==> src/design/oap_defs.vh <==
// Purpose: Constants of the overhead auxiliary serial port.
// Assumes: Included by bare name from the design files.
// Notes:   Definitions only.
`ifndef OAP_DEFS_VH
`define OAP_DEFS_VH

// Field lengths on the serial lines
`define OAP_ADDR_BITS   12
`define OAP_DATA_BITS   8
`define OAP_ITEM_BITS   3

// Overhead item codes, low subfield of the serial address
`define OAP_ITEM_OBITS  3'h0
`define OAP_ITEM_V5     3'h1
`define OAP_ITEM_J2     3'h2
`define OAP_ITEM_Z6N2   3'h3
`define OAP_ITEM_Z7K4   3'h4

// Port clock half period in bus clock rising edges
`define OAP_HALF_DIV2   2'h1
`define OAP_HALF_DIV4   2'h2

// Bit counter constants
`define OAP_CNT_ZERO    4'h0
`define OAP_CNT_ONE     4'h1
`define OAP_RISE_FIRST  2'h1
`define OAP_RISE_LATER  2'h2
`define OAP_ADDR_LEN    5'h0C
`define OAP_DATA_LEN    5'h08
`define OAP_ADDR_LAST   4'hB
`define OAP_DATA_LAST   4'h7

`endif

==> src/design/oap_aux_port.v <==
// Purpose: Overhead auxiliary serial port, export and import sides.
// Assumes: CORE_CLK 100 MHz, well above both bus clocks; pins are synchronised.
// Notes:   Port clocks are rebuilt from synchronised bus clock edges.
//
// Function
// - Output port clock is drop bus clock divided by 2 (select high) or 4 (low).
// - Input port clock is add bus clock divided by 2 (select high) or 4 (low).
// - Rate select high means 28 slots at 6.48 MHz, low 84 slots at 19.44 MHz.
// - Output address valid is high exactly for the 12 address bit periods.
// - Output data valid is high exactly for the eight data bit periods.
// - Output side strobes, address and data change on port clock falling edge.
// - Output address names the item: O-bits, V5, J2, Z6/N2 or Z7/K4.
// - Output data carries the byte named by the address just before it.
// - Input address valid high for 12 bit periods, launched on falling edge.
// - Input address names O-bits, J2, Z6/N2 or Z7/K4; never V5.
// - Input data valid is high for the eight expected data bit periods.
// - Input data sampled from second port clock rise after data valid rises.
`timescale 1ns/1ps
`include "oap_defs.vh"

module oap_aux_port #(
    parameter CHAN_W     = 9,
    parameter FIFO_DEPTH = 4,
    parameter FIFO_AW    = 2
) (
    // Clock, reset, configuration
    input  wire                      CORE_CLK,
    input  wire                      NRST,
    input  wire                      BUS_RATE_SELECT,
    input  wire                      DROP_BUS_CLOCK,
    input  wire                      ADD_BUS_CLOCK,
    // Export items from the mapper
    input  wire                      TX_VALID,
    output wire                      TX_READY,
    input  wire [CHAN_W-1:0]         TX_CHANNEL,
    input  wire [`OAP_ITEM_BITS-1:0] TX_ITEM,
    input  wire [`OAP_DATA_BITS-1:0] TX_BYTE,
    // Import requests from the mapper
    input  wire                      RQ_VALID,
    output reg                       RQ_READY,
    input  wire [CHAN_W-1:0]         RQ_CHANNEL,
    input  wire [`OAP_ITEM_BITS-1:0] RQ_ITEM,
    // Imported bytes to the mapper
    output reg                       RX_VALID,
    output reg  [`OAP_ADDR_BITS-1:0] RX_ADDR,
    output reg  [`OAP_DATA_BITS-1:0] RX_BYTE,
    // Output auxiliary port pins
    output wire                      OUT_OVH_PORT_CLOCK,
    output reg                       OUT_OVH_ADDR_VALID,
    output reg                       OUT_OVH_ADDR_SERIAL,
    output reg                       OUT_OVH_DATA_VALID,
    output reg                       OUT_OVH_DATA_SERIAL,
    // Input auxiliary port pins
    output wire                      IN_OVH_PORT_CLOCK,
    output reg                       IN_OVH_ADDR_VALID,
    output reg                       IN_OVH_ADDR_SERIAL,
    output reg                       IN_OVH_DATA_VALID,
    input  wire                      IN_OVH_DATA_SERIAL
);
    localparam TXW      = `OAP_ADDR_BITS + `OAP_DATA_BITS;
    localparam ST_IDLE  = 4'b0001;
    localparam ST_ADDR  = 4'b0010;
    localparam ST_DATA  = 4'b0100;
    localparam ST_TAIL  = 4'b1000;

    ////////////////////////////////////////////////////////////////////////////
    // Pin synchronisers
    reg        sel_s1;
    reg        sel_s2;
    reg        din_s1;
    reg        din_s2;
    wire [1:0] bus_clk_pin;
    wire [1:0] port_clk;
    wire [1:0] fall_ev;
    wire [1:0] rise_ev;

    assign bus_clk_pin = {ADD_BUS_CLOCK, DROP_BUS_CLOCK};

    always @(posedge CORE_CLK) begin
        if (!NRST) begin
            sel_s1 <= 1'b0;
            sel_s2 <= 1'b0;
            din_s1 <= 1'b0;
            din_s2 <= 1'b0;
        end else begin
            sel_s1 <= BUS_RATE_SELECT;
            sel_s2 <= sel_s1;
            din_s1 <= IN_OVH_DATA_SERIAL;
            din_s2 <= din_s1;
        end
    end

    ////////////////////////////////////////////////////////////////////////////
    // Port clock dividers, index 0 drop side, index 1 add side
    genvar g;
    generate
        for (g = 0; g < 2; g = g + 1) begin : gen_div
            reg       ck_s1;
            reg       ck_s2;
            reg       ck_s3;
            reg [1:0] edges;
            reg       pclk;
            reg       pclk_q;
            reg       fall;
            reg       rise;
            wire      bus_rise;
            wire [1:0] half;

            assign bus_rise = ck_s2 && !ck_s3;
            // High select is the 28 slot bus, divide by 2; low is divide by 4
            assign half = sel_s2 ? `OAP_HALF_DIV2 : `OAP_HALF_DIV4;

            always @(posedge CORE_CLK) begin
                if (!NRST) begin
                    ck_s1 <= 1'b0;
                    ck_s2 <= 1'b0;
                    ck_s3 <= 1'b0;
                    edges <= 2'h0;
                    pclk  <= 1'b0;
                    pclk_q <= 1'b0;
                    fall  <= 1'b0;
                    rise  <= 1'b0;
                end else begin
                    ck_s1 <= bus_clk_pin[g];
                    ck_s2 <= ck_s1;
                    ck_s3 <= ck_s2;
                    pclk_q <= pclk;
                    fall  <= 1'b0;
                    rise  <= 1'b0;
                    if (bus_rise) begin
                        if (edges + 2'h1 >= half) begin
                            edges <= 2'h0;
                            pclk  <= !pclk;
                            fall  <= pclk;
                            rise  <= !pclk;
                        end else begin
                            edges <= edges + 2'h1;
                        end
                    end
                end
            end

            assign port_clk[g] = pclk_q; // Delayed to move with the pins
            assign fall_ev[g]  = fall;
            assign rise_ev[g]  = rise;
        end
    endgenerate

    assign OUT_OVH_PORT_CLOCK = port_clk[0];
    assign IN_OVH_PORT_CLOCK  = port_clk[1];

    ////////////////////////////////////////////////////////////////////////////
    // Export FIFO
    wire           f_valid;
    reg            f_ready;
    wire [TXW-1:0] f_data;

    oap_fifo #(
        .WIDTH (TXW),
        .DEPTH (FIFO_DEPTH),
        .AW    (FIFO_AW)
    ) u_fifo (
        .clk       (CORE_CLK),
        .nrst      (NRST),
        .in_valid  (TX_VALID),
        .in_ready  (TX_READY),
        .in_data   ({TX_CHANNEL, TX_ITEM, TX_BYTE}),
        .out_valid (f_valid),
        .out_ready (f_ready),
        .out_data  (f_data)
    );

    ////////////////////////////////////////////////////////////////////////////
    // Output side serialiser
    reg [3:0]     o_state;
    reg [TXW-1:0] o_shift;
    reg [4:0]     o_bits;

    always @(posedge CORE_CLK) begin
        if (!NRST) begin
            o_state             <= ST_IDLE;
            o_shift             <= {TXW{1'b0}};
            o_bits              <= 5'h0;
            f_ready             <= 1'b0;
            OUT_OVH_ADDR_VALID  <= 1'b0;
            OUT_OVH_ADDR_SERIAL <= 1'b0;
            OUT_OVH_DATA_VALID  <= 1'b0;
            OUT_OVH_DATA_SERIAL <= 1'b0;
        end else begin
            f_ready <= 1'b0;
            if (fall_ev[0]) begin
                case (o_state)
                    ST_IDLE, ST_DATA: begin
                        if (o_state == ST_DATA && o_bits != 5'h1) begin
                            o_bits              <= o_bits - 5'h1;
                            o_shift             <= {o_shift[TXW-2:0], 1'b0};
                            OUT_OVH_DATA_SERIAL <= o_shift[TXW-2];
                        end else if (f_valid && !f_ready) begin
                            f_ready             <= 1'b1;
                            o_state             <= ST_ADDR;
                            o_shift             <= f_data;
                            o_bits              <= `OAP_ADDR_LEN;
                            OUT_OVH_DATA_VALID  <= 1'b0;
                            OUT_OVH_ADDR_VALID  <= 1'b1;
                            OUT_OVH_ADDR_SERIAL <= f_data[TXW-1];
                        end else begin
                            o_state             <= ST_IDLE;
                            OUT_OVH_DATA_VALID  <= 1'b0;
                            OUT_OVH_DATA_SERIAL <= 1'b0;
                        end
                    end
                    ST_ADDR: begin
                        o_shift <= {o_shift[TXW-2:0], 1'b0};
                        if (o_bits != 5'h1) begin
                            o_bits              <= o_bits - 5'h1;
                            OUT_OVH_ADDR_SERIAL <= o_shift[TXW-2];
                        end else begin
                            o_state             <= ST_DATA;
                            o_bits              <= `OAP_DATA_LEN;
                            OUT_OVH_ADDR_VALID  <= 1'b0;
                            OUT_OVH_ADDR_SERIAL <= 1'b0;
                            OUT_OVH_DATA_VALID  <= 1'b1;
                            OUT_OVH_DATA_SERIAL <= o_shift[TXW-2];
                        end
                    end
                    default: begin
                        o_state <= ST_IDLE;
                    end
                endcase
            end
        end
    end

    ////////////////////////////////////////////////////////////////////////////
    // Input side request holder and sequencer
    reg [3:0]                rq_state;
    reg                      rq_held;
    reg [`OAP_ADDR_BITS-1:0] rq_addr;
    reg [`OAP_ADDR_BITS-1:0] i_shift;
    reg [3:0]                i_bits;
    reg [1:0]                i_rises;
    reg [3:0]                i_samples;
    reg [`OAP_DATA_BITS-1:0] i_byte;
    wire                     rq_is_v5;

    assign rq_is_v5 = (rq_addr[`OAP_ITEM_BITS-1:0] == `OAP_ITEM_V5);

    always @(posedge CORE_CLK) begin
        if (!NRST) begin
            rq_state           <= ST_IDLE;
            rq_held            <= 1'b0;
            rq_addr            <= {`OAP_ADDR_BITS{1'b0}};
            RQ_READY           <= 1'b0;
            i_shift            <= {`OAP_ADDR_BITS{1'b0}};
            i_bits             <= `OAP_CNT_ZERO;
            i_rises            <= 2'h0;
            i_samples          <= `OAP_CNT_ZERO;
            i_byte             <= {`OAP_DATA_BITS{1'b0}};
            RX_VALID           <= 1'b0;
            RX_ADDR            <= {`OAP_ADDR_BITS{1'b0}};
            RX_BYTE            <= {`OAP_DATA_BITS{1'b0}};
            IN_OVH_ADDR_VALID  <= 1'b0;
            IN_OVH_ADDR_SERIAL <= 1'b0;
            IN_OVH_DATA_VALID  <= 1'b0;
        end else begin
            RX_VALID <= 1'b0;
            RQ_READY <= !rq_held && !(RQ_VALID && RQ_READY);
            if (RQ_VALID && RQ_READY) begin
                rq_held <= 1'b1;
                rq_addr <= {RQ_CHANNEL, RQ_ITEM};
            end else if (rq_held && rq_is_v5) begin
                rq_held <= 1'b0;
            end
            // Sampling on the input port clock rising edge
            if (rise_ev[1] && (rq_state == ST_DATA || rq_state == ST_TAIL)) begin
                if (i_rises != `OAP_RISE_LATER) begin
                    i_rises <= i_rises + 2'h1;
                end
                if (i_rises != `OAP_RISE_FIRST && i_rises != `OAP_RISE_LATER) begin
                    i_samples <= `OAP_CNT_ZERO;
                end else begin
                    i_byte    <= {i_byte[`OAP_DATA_BITS-2:0], din_s2};
                    i_samples <= i_samples + `OAP_CNT_ONE;
                    if (i_samples == `OAP_DATA_BITS - 1) begin
                        RX_VALID <= 1'b1;
                        RX_ADDR  <= i_shift;
                        RX_BYTE  <= {i_byte[`OAP_DATA_BITS-2:0], din_s2};
                        rq_state <= ST_IDLE;
                    end
                end
            end else if (fall_ev[1]) begin
                case (rq_state)
                    ST_IDLE: begin
                        if (rq_held && !rq_is_v5) begin
                            rq_held            <= 1'b0;
                            rq_state           <= ST_ADDR;
                            i_shift            <= rq_addr;
                            i_bits             <= `OAP_ADDR_LAST;
                            IN_OVH_ADDR_VALID  <= 1'b1;
                            IN_OVH_ADDR_SERIAL <= rq_addr[`OAP_ADDR_BITS-1];
                        end
                    end
                    ST_ADDR: begin
                        if (i_bits != `OAP_CNT_ZERO) begin
                            i_bits             <= i_bits - `OAP_CNT_ONE;
                            IN_OVH_ADDR_SERIAL <= i_shift[i_bits - `OAP_CNT_ONE];
                        end else begin
                            rq_state           <= ST_DATA;
                            i_bits             <= `OAP_DATA_LAST;
                            i_rises            <= 2'h0;
                            i_samples          <= `OAP_CNT_ZERO;
                            IN_OVH_ADDR_VALID  <= 1'b0;
                            IN_OVH_ADDR_SERIAL <= 1'b0;
                            IN_OVH_DATA_VALID  <= 1'b1;
                        end
                    end
                    ST_DATA: begin
                        if (i_bits != `OAP_CNT_ZERO) begin
                            i_bits <= i_bits - `OAP_CNT_ONE;
                        end else begin
                            rq_state          <= ST_TAIL;
                            IN_OVH_DATA_VALID <= 1'b0;
                        end
                    end
                    ST_TAIL: begin
                        rq_state <= ST_TAIL;
                    end
                    default: begin
                        rq_state <= ST_IDLE;
                    end
                endcase
            end
        end
    end
endmodule

==> src/design/oap_fifo.v <==
// Purpose: Small flop FIFO with valid and ready on both sides.
// Assumes: Single clock, synchronous active low reset.
// Notes:   Full and empty are registered.
`timescale 1ns/1ps
`include "oap_defs.vh"

module oap_fifo #(
    parameter WIDTH = 12,
    parameter DEPTH = 4,
    parameter AW    = 2
) (
    // Clock and reset
    input  wire             clk,
    input  wire             nrst,
    // Fill side
    input  wire             in_valid,
    output reg              in_ready,
    input  wire [WIDTH-1:0] in_data,
    // Drain side
    output reg              out_valid,
    input  wire             out_ready,
    output wire [WIDTH-1:0] out_data
);
    reg [WIDTH-1:0] mem [0:DEPTH-1];
    reg [AW-1:0]    wr_ptr;
    reg [AW-1:0]    rd_ptr;
    reg [AW:0]      count;
    reg [AW:0]      next_count;
    wire            push;
    wire            pop;

    assign push     = in_valid && in_ready;
    assign pop      = out_valid && out_ready;
    assign out_data = mem[rd_ptr];

    always @* begin
        next_count = count;
        if (push && !pop) begin
            next_count = count + 1'b1;
        end else if (pop && !push) begin
            next_count = count - 1'b1;
        end
    end

    always @(posedge clk) begin
        if (!nrst) begin
            wr_ptr    <= {AW{1'b0}};
            rd_ptr    <= {AW{1'b0}};
            count     <= {(AW+1){1'b0}};
            in_ready  <= 1'b0;
            out_valid <= 1'b0;
        end else begin
            if (push) begin
                mem[wr_ptr] <= in_data;
                wr_ptr      <= (wr_ptr == DEPTH - 1) ? {AW{1'b0}} : wr_ptr + 1'b1;
            end
            if (pop) begin
                rd_ptr <= (rd_ptr == DEPTH - 1) ? {AW{1'b0}} : rd_ptr + 1'b1;
            end
            count     <= next_count;
            in_ready  <= (next_count != DEPTH);
            out_valid <= (next_count != {(AW+1){1'b0}});
        end
    end
endmodule

==> config.mk <==
export PLATFORM = sky130hd
export DESIGN_NAME = oap_aux_port
export DESIGN_NICKNAME = d
export VERILOG_FILES = /design/src/design/oap_aux_port.v /design/src/design/oap_fifo.v
export VERILOG_INCLUDE_DIRS = /design/src /design/src/design
export SDC_FILE = /design/constraint.sdc
export NUM_CORES = 1
export LEC_CHECK = 0
export ABC_AREA = 1
export BUFFER_PORTS_ARGS = -buffer_cell sky130_fd_sc_hd__buf_2
export CAP_MARGIN = 10
export CORE_MARGIN = 1.5
export CORE_UTILIZATION = 54
export DETAILED_ROUTE_END_ITERATION = 10
export GPL_TIMING_DRIVEN = 0
export PLACE_DENSITY_LB_ADDON = 0.05
export SLEW_MARGIN = 20
export SYNTH_ARGS = -nofsm -noshare
export SYNTH_HDL_FRONTEND = slang
export SYNTH_SLANG_ARGS = --single-unit
==> constraint.sdc <==
create_clock -name CORE_CLK -period 2.1 [get_ports CORE_CLK]
set_clock_uncertainty 0.05 [all_clocks]
set_input_delay 0.105 -clock CORE_CLK [delete_from_list [all_inputs] [get_ports CORE_CLK]]
set_output_delay 0.105 -clock CORE_CLK [all_outputs]
set_load 0.1 [all_outputs]
==> out/qor.yml, run 1 <==
power.total_mw: 8.693
dp_cells: 1349
cts_buffers: 23
switching_share: 0.2225
fp.dieH_um: 132.2
fillerInstances: 1452
synth-adder-area-share: 0.02222
final_common_cell: "nand2_1"
start_kind: "flip-flop"
grt_pass1_wl_mm: 33.06
setup_viol: 0
die_w_um: 132.2
pwr-share-seq: 0.511
synth_xor_area_frac: 0.009720
status: "finished, final reports clean"
most-common-layout-cells: "193 x nand2_1, 183 x nor2_1, 134 x dfxtp_1"
clockBufferDepth: 3
synth_edf_count: 80
post_dp_cell_area_mm2: 0.009663
pwr-share-clk: 0.438
p_int_mw: 6.759
fin_util: 0.6579
synth_nets: 1115
worstPathRequired_ns: 2.45
clock.fmax_mhz: 523.0
avgSynthCellArea_um2: 8.509
antenna_found_initial: 0
slew_viol_final: 0
hold_violations: 0
yosys.area.top_type_share: 0.2999
layoutNonFillerInstCount: 1433
ys_ff_latch: 215
dp_hpwl_mm: 13.43
combPwrFrac: 0.051
maxCapViolations: 0
core_area_mm2: 0.01647
ant_nets: 0
synth-simple-area-share: 0.2224
row_count: 47
ys_types: 37
place.gp.congestion: 0.8555
critPathArrivalTime_ns: 2.26
synth_cells: 1059
die_area_mm2: 0.01747
clockRootBuffer: "clkbuf_16"
synth_compound_area_frac: 0.1122
ys_seq_area_frac: 0.5665
powerDensity_mw_per_mm2: 802.5
htreeDepth: 1
drt-total-wl_mm: 20.17
post-place-ws_ns: -0.6505
syn_to_final_growth_pct: 20.22
clk_pin_slew_worst_paths_ns: 0.06
vias: 7238
power.leakage_nw: 4.804
drt-initial-drc-count: 532
cts_tree: "built"
synth_mux_area_frac: 0
clk_latency_ns: 0.50
worstMarginPinSlew_ns: 0.7319
first_pass_iters: 5
grt_pass1_vias: 6716
io_buffers: 70
criticalPathCategory: "reg2reg"
synth_ff_type: "dfxtp_1"
nNetsFinal: 1253
path_max_fanout: 9
rsz0062_at_grt: "no"
yosysWarnings: 0
relSlewSlack: 0.5121
design_area_mm2: 0.01083
start_util: 0.5473
worst_slack_ns: 0.1879
synth_top_family_by_area: "simple AND/OR/NAND/NOR gates"
setup_tns_ns: 0
synth_area_leaders: "dfxtp_1 30%, edfxtp_1 27%, nand2_1 8.0%"
pin_count: 72
avgRoutedWirePerCell_um: 14.07
routed_via_density: 5.051
power_switching_mw: 1.934
holdWs_ns: 0.01042
cts.sinks: 215
ys_async_sr_fraction: 0
end_kind: "flip-flop"
insertedDiodeCount: 0
vdd_drop_max_v: 0.0007097
grt_start_max_net_pins: 21
final.min_clock_period_ns: 1.912
synth_top_area_cell: "dfxtp_1"
drive_above_1_share: 0.1294
synth_area_mm2: 0.009011
finalCritPeriodShare: 0.9105
drcViolationCount: 0
hold_path.class: "in2reg"
grt_use_total: 0.2333
overflow: 0
[Yosys cell counts, drive strengths merged, types with 3 or more instances]
cell type and number:
ha 16, a21oi 64, edfxtp 80, nand2 198, nor3 12, dfxtp 135
o21ai 100, inv 97, clkbuf 26, xor2 7, xnor2 3, nand4 3
o21bai 18, nor2 191, buf 21, a211oi 5, nand3 77
[metal layers]
metal	part of all wire	vias up	track usage
li1	-	3738	-
met3	0.048	30	0.02922
met5	0	-	0
met1	0.49	3312	0.3465
met2	0.44	158	0.3653
met4	0.020	0	0.05617
[final cells by class]
cell class                      count  area (µm²)  area share
Multi-Input combinational cell    699        3358      0.3100
Clock inverter                     12       67.56    0.006237
Timing Repair Buffer              113       770.7     0.07115
Buffer                             47       232.7     0.02148
Tap cell                          220       275.3     0.02541
Inverter                           98       374.1     0.03453
Sequential cell                   215        5106      0.4714
Clock buffer                       29       648.1     0.05983
[power groups by stage]
stage	sequential (mW)	clock [mW]	combinational, mW
after global routing	4.45	4.02	0.501
final	4.44	3.80	0.447
after floorplan	4.56	0	0.217
after detailed placement	4.53	0	0.387
after global placement	4.53	0	0.378
after CTS	4.44	3.85	0.447
[logic make-up (layout without fill, tap and decap cells)]
logic type,count (synthesis),count (layout)
buffers and inverters,145,299
adder cells (fa/ha/maj),16,16
AO/OA/AOI/OAI,189,189
AND/OR/NAND/NOR,484,484
flip-flops,215,215
XOR/XNOR,10,10
[worst max-delay path, cell delays in order, from the launching register on]
cell and delay [ns]:
dfxtp_1 0.30, buf_2 0.20, clkinvlp_4 0.15, ha_2 0.23
nand2_1 0.11, nor2_4 0.07, nand3_4 0.14, nand2_4 0.09
buf_4 0.14, buf_4 0.13, a21oi_1 0.12, nor2_1 0.05
[sequential cells by signal, summed over array words and instances (netlist names), 5 cells and up, named ones only]
| register | flops |
|---|---|
| u_fifo.mem | 80 |
| o_shift | 19 |
| RX_ADDR | 12 |
| i_shift | 12 |
| rq_addr | 12 |
| RX_BYTE | 8 |
| i_byte | 7 |
| o_bits | 5 |
[path summary, 6_finish.rpt]
| check | from | end | slack, ns | cells past startpoint |
|---|---|---|---|---|
| max | i_bits[0] | i_samples[3] | 0.19 | 11 |
| min | NRST | RX_BYTE[6] | 0.01 | 3 |
| max reg2reg | i_bits[0] | i_samples[3] | 0.19 | 11 |
| min reg2reg | gen_div[0].ck_s1 | gen_div[0].ck_s2 | 0.36 | 2 |
[repair_timing]
item                                    in CTS  in global routing
setup buffers                                0                  4
endpoints found under the setup margin      24                 10
hold buffers                                39                  0
gates cloned                                 0                  0
gates resized for setup                      3                  4
pin swaps                                    0                  2
endpoints found under the hold margin       98                  0
Power figures use the tool's default switching activity.
==> run 2: changes to the inputs <==
Settings changed: ABC_AREA 1 to 0.
==> run 2 against run 1 <==
The run now ends with negative setup slack left; clock power increased by 4%; critical endpoint is now o_shift[16]; count of clock-buffer cells in the layout increased by 1; design area increased by 2.6%; maximum frequency decreased by 12%; sequential share of layout area decreased by 1.2 points; combinational power decreased by 2%.
==> out/qor.yml, run 2 <==
yosysMostFrequentCell: "dfxtp_1"
start_util: 0.5511  # +0.003854
ys_async_sr_fraction: 0  # unchanged
grt_use_total: 0.2267  # -0.006579
core_area_mm2: 0.01589  # -3.5%
ys_seq_area_frac: 0.5831  # +0.01660
biggestRegsByFlops: "u_fifo.mem x80, o_shift x19"
fp.dieH_um: 130.3  # -1.4%
clk_pin_slew_worst_paths_ns: 0.06  # about the same
dp_hpwl_mm: 12.07  # -10%
min_from: "DROP_BUS_CLOCK"
yosysWarnings: 0  # unchanged
place.gp.congestion: 0.8507  # -0.56%
largest-register: "u_fifo.mem"
syn_to_final_growth_pct: 26.98
routed_via_density: 5.455  # +8.0%
row_count: 46  # -2.1%
final.min_clock_period_ns: 2.171  # +0.2585 ns
fin_util: 0.6998  # +0.04192
antenna_found_initial: 0  # unchanged
ys_types: 64  # +73%
worstPathRequired_ns: 2.43  # -0.02 ns
drive_above_1_share: 0.2570  # +0.1276
clockRootBuffer: "clkbuf_16"
cts.sinks: 215  # unchanged
synth_area_leaders: "dfxtp_1 31%, edfxtp_1 27%, mux4_2 5.9%"
cts_buffers: 22  # -4.3%
clock.fmax_mhz: 460.7  # -12%
worst_slack_ns: -0.07066  # -0.2585 ns
r2r_start: "o_bits[1]"
final_common_cell: "dfxtp_1"
whs_path_depth: 3  # unchanged
failed_checks: "negative setup slack"
min_to: "gen_div[0].ck_s1"
dp_cells: 1042  # -23%
synth_top_area_cell: "dfxtp_1"
hold_path.class: "in2reg"
drt-total-wl_mm: 19.12  # -5.2%
layoutNonFillerInstCount: 1146  # -20%
insertedDiodeCount: 0  # unchanged
largest_reg_flops: 80  # unchanged
clk_latency_ns: 0.50  # about the same
critPathArrivalTime_ns: 2.50  # +0.24 ns
ant_nets: 0  # unchanged
synth_area_mm2: 0.008755  # -2.8%
power.leakage_nw: 4.176  # -13%
slew_viol_final: 0  # unchanged
start_kind: "flip-flop"
r2r_cells: 9  # -2
finalCritPeriodShare: 1.034  # +0.1231
drcViolationCount: 0  # unchanged
worstMarginPinSlew_ns: 0.7443  # +0.01244 ns
post-place-ws_ns: -0.2579  # +0.3926 ns
design_area_mm2: 0.01112  # +2.6%
r2r_slack_ns: -0.07  # -0.26 ns
grt_pass1_vias: 6026  # -10%
most-common-layout-cells: "130 x dfxtp_1, 80 x edfxtp_1, 78 x buf_2"
end_kind: "flip-flop"
htreeDepth: 1  # unchanged
ys_ff_latch: 215  # unchanged
pin_count: 72  # unchanged
post_dp_cell_area_mm2: 0.009397  # -2.8%
overflow: 0  # unchanged
synth_edf_count: 80  # unchanged
cts_tree: "built"
avgRoutedWirePerCell_um: 16.68  # +19%
synthTopCellsByCount: "135 x dfxtp_1, 80 x edfxtp_1, 77 x a21oi_1"
vdd_drop_max_v: 0.0008857  # +25%
synth_cells: 755  # -29%
setup_viol: 12  # +12
setup_tns_ns: -0.3489  # -0.3489 ns
grt_start_max_net_pins: 21  # unchanged
hold_violations: 0  # unchanged
rr_endpoint: "o_shift[16]"
holdWs_ns: 0.2962  # +0.2858 ns
first_pass_iters: 7  # +2
maxCapViolations: 0  # unchanged
status: "complete, but fails checks"
grt_pass1_wl_mm: 30.06  # -9.1%
criticalPathCategory: "reg2reg"
powerDensity_mw_per_mm2: 794.1  # -1.0%
avgSynthCellArea_um2: 11.60  # +36%
synth_nets: 811  # -27%
yosys.area.top_type_share: 0.3087  # +0.008787
io_buffers: 71  # +1.4%
drt-initial-drc-count: 320  # -40%
clockBufferDepth: 3  # unchanged
die_area_mm2: 0.01698  # -2.8%
synth_ff_type: "dfxtp_1"
die_w_um: 130.3  # -1.4%
vias: 6252  # -14%
rsz0062_at_grt: "yes"
power.total_mw: 8.828  # +1.5%
nNetsFinal: 970  # -23%
path_max_fanout: 5  # -4
relSlewSlack: 0.5038  # -0.008294
[run 2: cell count changes after synthesis, moves of 14 or more]
cell,before,now
inv_1,94,19
o21ai_0,95,49
o21bai_1,18,1
mux2i_1,0,39
and2_1,1,19
a21oi_1,63,77
nand2_1,193,67
nand3_1,76,18
nor2_1,187,49
mux4_2,0,23
[run 2: power breakdown]
part / switching (mW) / internal, mW
clock: 1.53 / 2.44
sequential: 0.0338 / 4.38
combinational: 0.252 / 0.187
total: 1.82 / 7.01
[run 2: metal layers]
| metal | global-route usage | vias to the layer above | routed length, µm |
|---|---|---|---|
| li1 | - | 3069 | - |
| met5 | 0 | - | 0 |
| met3 | 0.04018 | 35 | 867 |
| met1 | 0.2773 | 3003 | 7978 |
| met2 | 0.4127 | 145 | 9861 |
| met4 | 0.05948 | 0 | 411 |
[run 2: area by class of cell]
type / instances / area (µm²)
fill: 1183 / 4768
inverter: 19 / 71.32
clock inverter: 10 / 125.1
tap: 216 / 270.3
multi-input combinational: 475 / 3642
sequential: 215 / 5111
clock buffer: 30 / 621.8
timing repair buffer: 139 / 1018
buffer: 42 / 256.5
[run 2: how the worst max path moves through the flow]
stage | start | depth (start not counted) | slack (ns) | endpoint
global route | o_bits[1] | 9 | -0.15 | o_shift[1]
global placement | o_bits[0] | 8 | -0.16 | o_shift[17]
floorplan | i_bits[0] | 9 | 0.004 | rq_state[0]
detailed placement | o_bits[0] | 8 | -0.26 | o_shift[1]
finish | o_bits[1] | 9 | -0.07 | o_shift[16]
CTS | o_bits[1] | 9 | -0.06 | o_shift[17]
[run 2: cells by family (layout without fill, tap and decap cells)]
group | Yosys count | count (layout) | share of synthesized area
AOI/OAI and AO/OA | 170 | 170 | 0.1171
xor gates and xnor gates | 16 | 16 | 0.01601
adders and majority gates | 17 | 17 | 0.02401
buffers and inverters | 65 | 240 | 0.03273
DFF | 215 | 215 | 0.5831
muxes | 63 | 63 | 0.1050
and+or+nand+nor | 209 | 209 | 0.1221
[run 2: worst max-delay path, cell delays in order, from the launching register on]
cell and delay (ns):
dfxtp_2 0.32, inv_2 0.06, ha_4 0.12, or4b_4 0.50
buf_6 0.15, a31oi_4 0.21, buf_6 0.16, buf_8 0.14
mux2i_1 0.25, a21oi_1 0.09
[run 2: what timing repair did]
| action | in CTS | in global routing |
|---|---|---|
| gates resized for setup | 61 | 46 |
| buffers inserted | 15 | 9 |
| hold buffers | 41 | 0 |
| pin swaps | 13 | 11 |
| gates cloned | 5 | 1 |
| endpoints found under the hold margin | 101 | 0 |
| endpoints found under the setup margin | 49 | 83 |
==> run 3: changes to the inputs <==
Settings changed: CORE_MARGIN 1.5 to default.
==> run 3 against run 2 <==
The run now ends clean; global-route usage rose by 1.7 points; count of clock-buffer cells in the layout did not move; worst hold slack got worse by 0.0040 ns; largest power group unchanged; power rose by 1.9%; worst setup slack improved by 0.092 ns; routed wire length rose by 4.0%; cell count rose by 0.35%; clock power rose by 4%; sequential cell count did not move.
==> out/qor.yml, run 3 (synthesis gave the netlist of run 2 again) <==
path_max_fanout: 6  # +1
htreeDepth: 1  # unchanged
end_kind: "flip-flop"
fin_util: 0.7043  # +0.004521
ant_nets: 0  # unchanged
most-common-layout-cells: "130 x dfxtp_1, 80 x edfxtp_1, 75 x buf_2"
vias: 6337  # +1.4%
cts_tree: "built"
relSlewSlack: 0.4753  # -0.02849
drt-total-wl_mm: 19.88  # +4.0%
grt_pass1_vias: 6364  # +5.6%
dp_cells: 1042  # unchanged
biggestRegsByFlops: "u_fifo.mem x80, o_shift x19"
crit_family: "compound AO/OA/AOI/OAI gates"
avgRoutedWirePerCell_um: 17.28  # +3.6%
status: "finished, final reports clean"
clockBufferDepth: 3  # unchanged
power.leakage_nw: 4.207  # +0.75%
insertedDiodeCount: 0  # unchanged
cts_buffers: 24  # +9.1%
grt_start_max_net_pins: 21  # unchanged
crit_chain: "inv_2, ha_4, or4b_4, a31o_4, o21a_4, buf_8, clkbuf_16, a21oi_1"
largest_reg_flops: 80  # unchanged
dp_hpwl_mm: 12.39  # +2.7%
drt-initial-drc-count: 275  # -14%
overflow: 0  # unchanged
grt_use_total: 0.2434  # +0.01676
first_pass_iters: 4  # -3
critPathArrivalTime_ns: 2.47  # -0.03 ns
routed_via_density: 5.510  # +1.0%
path_buf_inv: 3  # -1
fp.dieH_um: 129.3  # -0.77%
worstMarginPinSlew_ns: 0.7871  # +0.04273 ns
start_kind: "flip-flop"
powerDensity_mw_per_mm2: 806.6  # +1.6%
io_buffers: 71  # unchanged
row_count: 46  # unchanged
maxCapViolations: 0  # unchanged
final.min_clock_period_ns: 2.078  # -0.09217 ns
start_util: 0.5531  # +0.002004
syn_to_final_growth_pct: 27.34
finalCritPeriodShare: 0.9898  # -0.04389
power.total_mw: 8.992  # +1.9%
crit_slowest_cell: "or4b_4"
worstPathRequired_ns: 2.49  # +0.06 ns
core_area_mm2: 0.01583  # -0.36%
largest-register: "u_fifo.mem"
hold_violations: 0  # unchanged
rsz0062_at_grt: "yes"
criticalPathCategory: "reg2reg"
place.gp.congestion: 0.8655  # +1.7%
slew_viol_final: 0  # unchanged
cts.sinks: 215  # unchanged
grt_pass1_wl_mm: 31.66  # +5.3%
clk_latency_ns: 0.51  # about the same
setup_viol: 0  # -12
drive_above_1_share: 0.2655  # +0.008535
antenna_found_initial: 0  # unchanged
layoutNonFillerInstCount: 1150  # +0.35%
final_common_cell: "dfxtp_1"
clock.fmax_mhz: 481.1  # +4.4%
critical_path.max_stage_delay_ns: 0.52  # +0.02 ns
pin_count: 72  # unchanged
drcViolationCount: 0  # unchanged
die_area_mm2: 0.01673  # -1.5%
die_w_um: 129.3  # -0.77%
clk_pin_slew_worst_paths_ns: 0.06  # about the same
nNetsFinal: 972  # +0.21%
hold_path.class: "in2reg"
clockRootBuffer: "clkbuf_16"
vdd_drop_max_v: 0.0008276  # -6.6%
run 3: area by class of cell:
cell class	count	area, µm²
buffer	43	276.5
clock buffer	30	664.4
clock inverter	14	126.4
fill	1168	4679
inverter	19	71.32
multi-input combinational	475	3598
sequential	215	5111
tap	216	270.3
timing repair buffer	138	1030
run 3: layer usage:
metal,part of all wire,GRT usage,up-vias
met3,0.040,0.04253,52
met4,0.039,0.1093,0
met2,0.50,0.4263,148
li1,-,-,3076
met5,0,0,-
met1,0.42,0.2939,3061
run 3: timing repair:
item / in CTS / in global routing
cloned: 3 / 3
buffers inserted: 10 / 10
endpoints found under the setup margin: 69 / 70
resized for setup: 60 / 44
hold buffers: 41 / 0
hold endpoints to repair: 101 / 0
pin swaps: 7 / 8
run 3: final timing paths:
kind	start	end	slack, ns	cells past startpoint
hold / removal	DROP_BUS_CLOCK	gen_div[0].ck_s1	0.29	3
setup / recovery	o_bits[1]	o_shift[4]	0.02	8
setup reg to reg	o_bits[1]	o_shift[4]	0.02	8
hold reg to reg	gen_div[0].ck_s1	gen_div[0].ck_s2	0.38	1
run 3: power by group:
group,internal (mW),total (mW),switching [mW]
Clock,2.49,4.14,1.65
Sequential,4.38,4.42,0.0341
Combinational,0.186,0.436,0.250
Total,7.06,8.99,1.93
run 3: worst reg2reg max path: cells and delay by family (launching register included):
kind | cells | cell delay (ns)
AOI/OAI and AO/OA | 3 | 0.63
and+or+nand+nor | 1 | 0.52
buffers and inverters | 3 | 0.38
DFF | 1 | 0.33
adders and majority gates | 1 | 0.12
run 3: metrics by stage:
stage	hold WS, ns	TNS (ns)	setup WS (ns)	instance area (µm²)
after floorplan	0.1539	0	0.003991	8771
after global placement	0.2607	-4.109	-0.1541	9397
after detailed placement	0.2650	-7.277	-0.2416	9397
after CTS	0.2798	-0.02978	-0.01357	10880
after global routing	0.2996	-0.1581	-0.03219	11150
final	0.2922	0	0.02151	11150
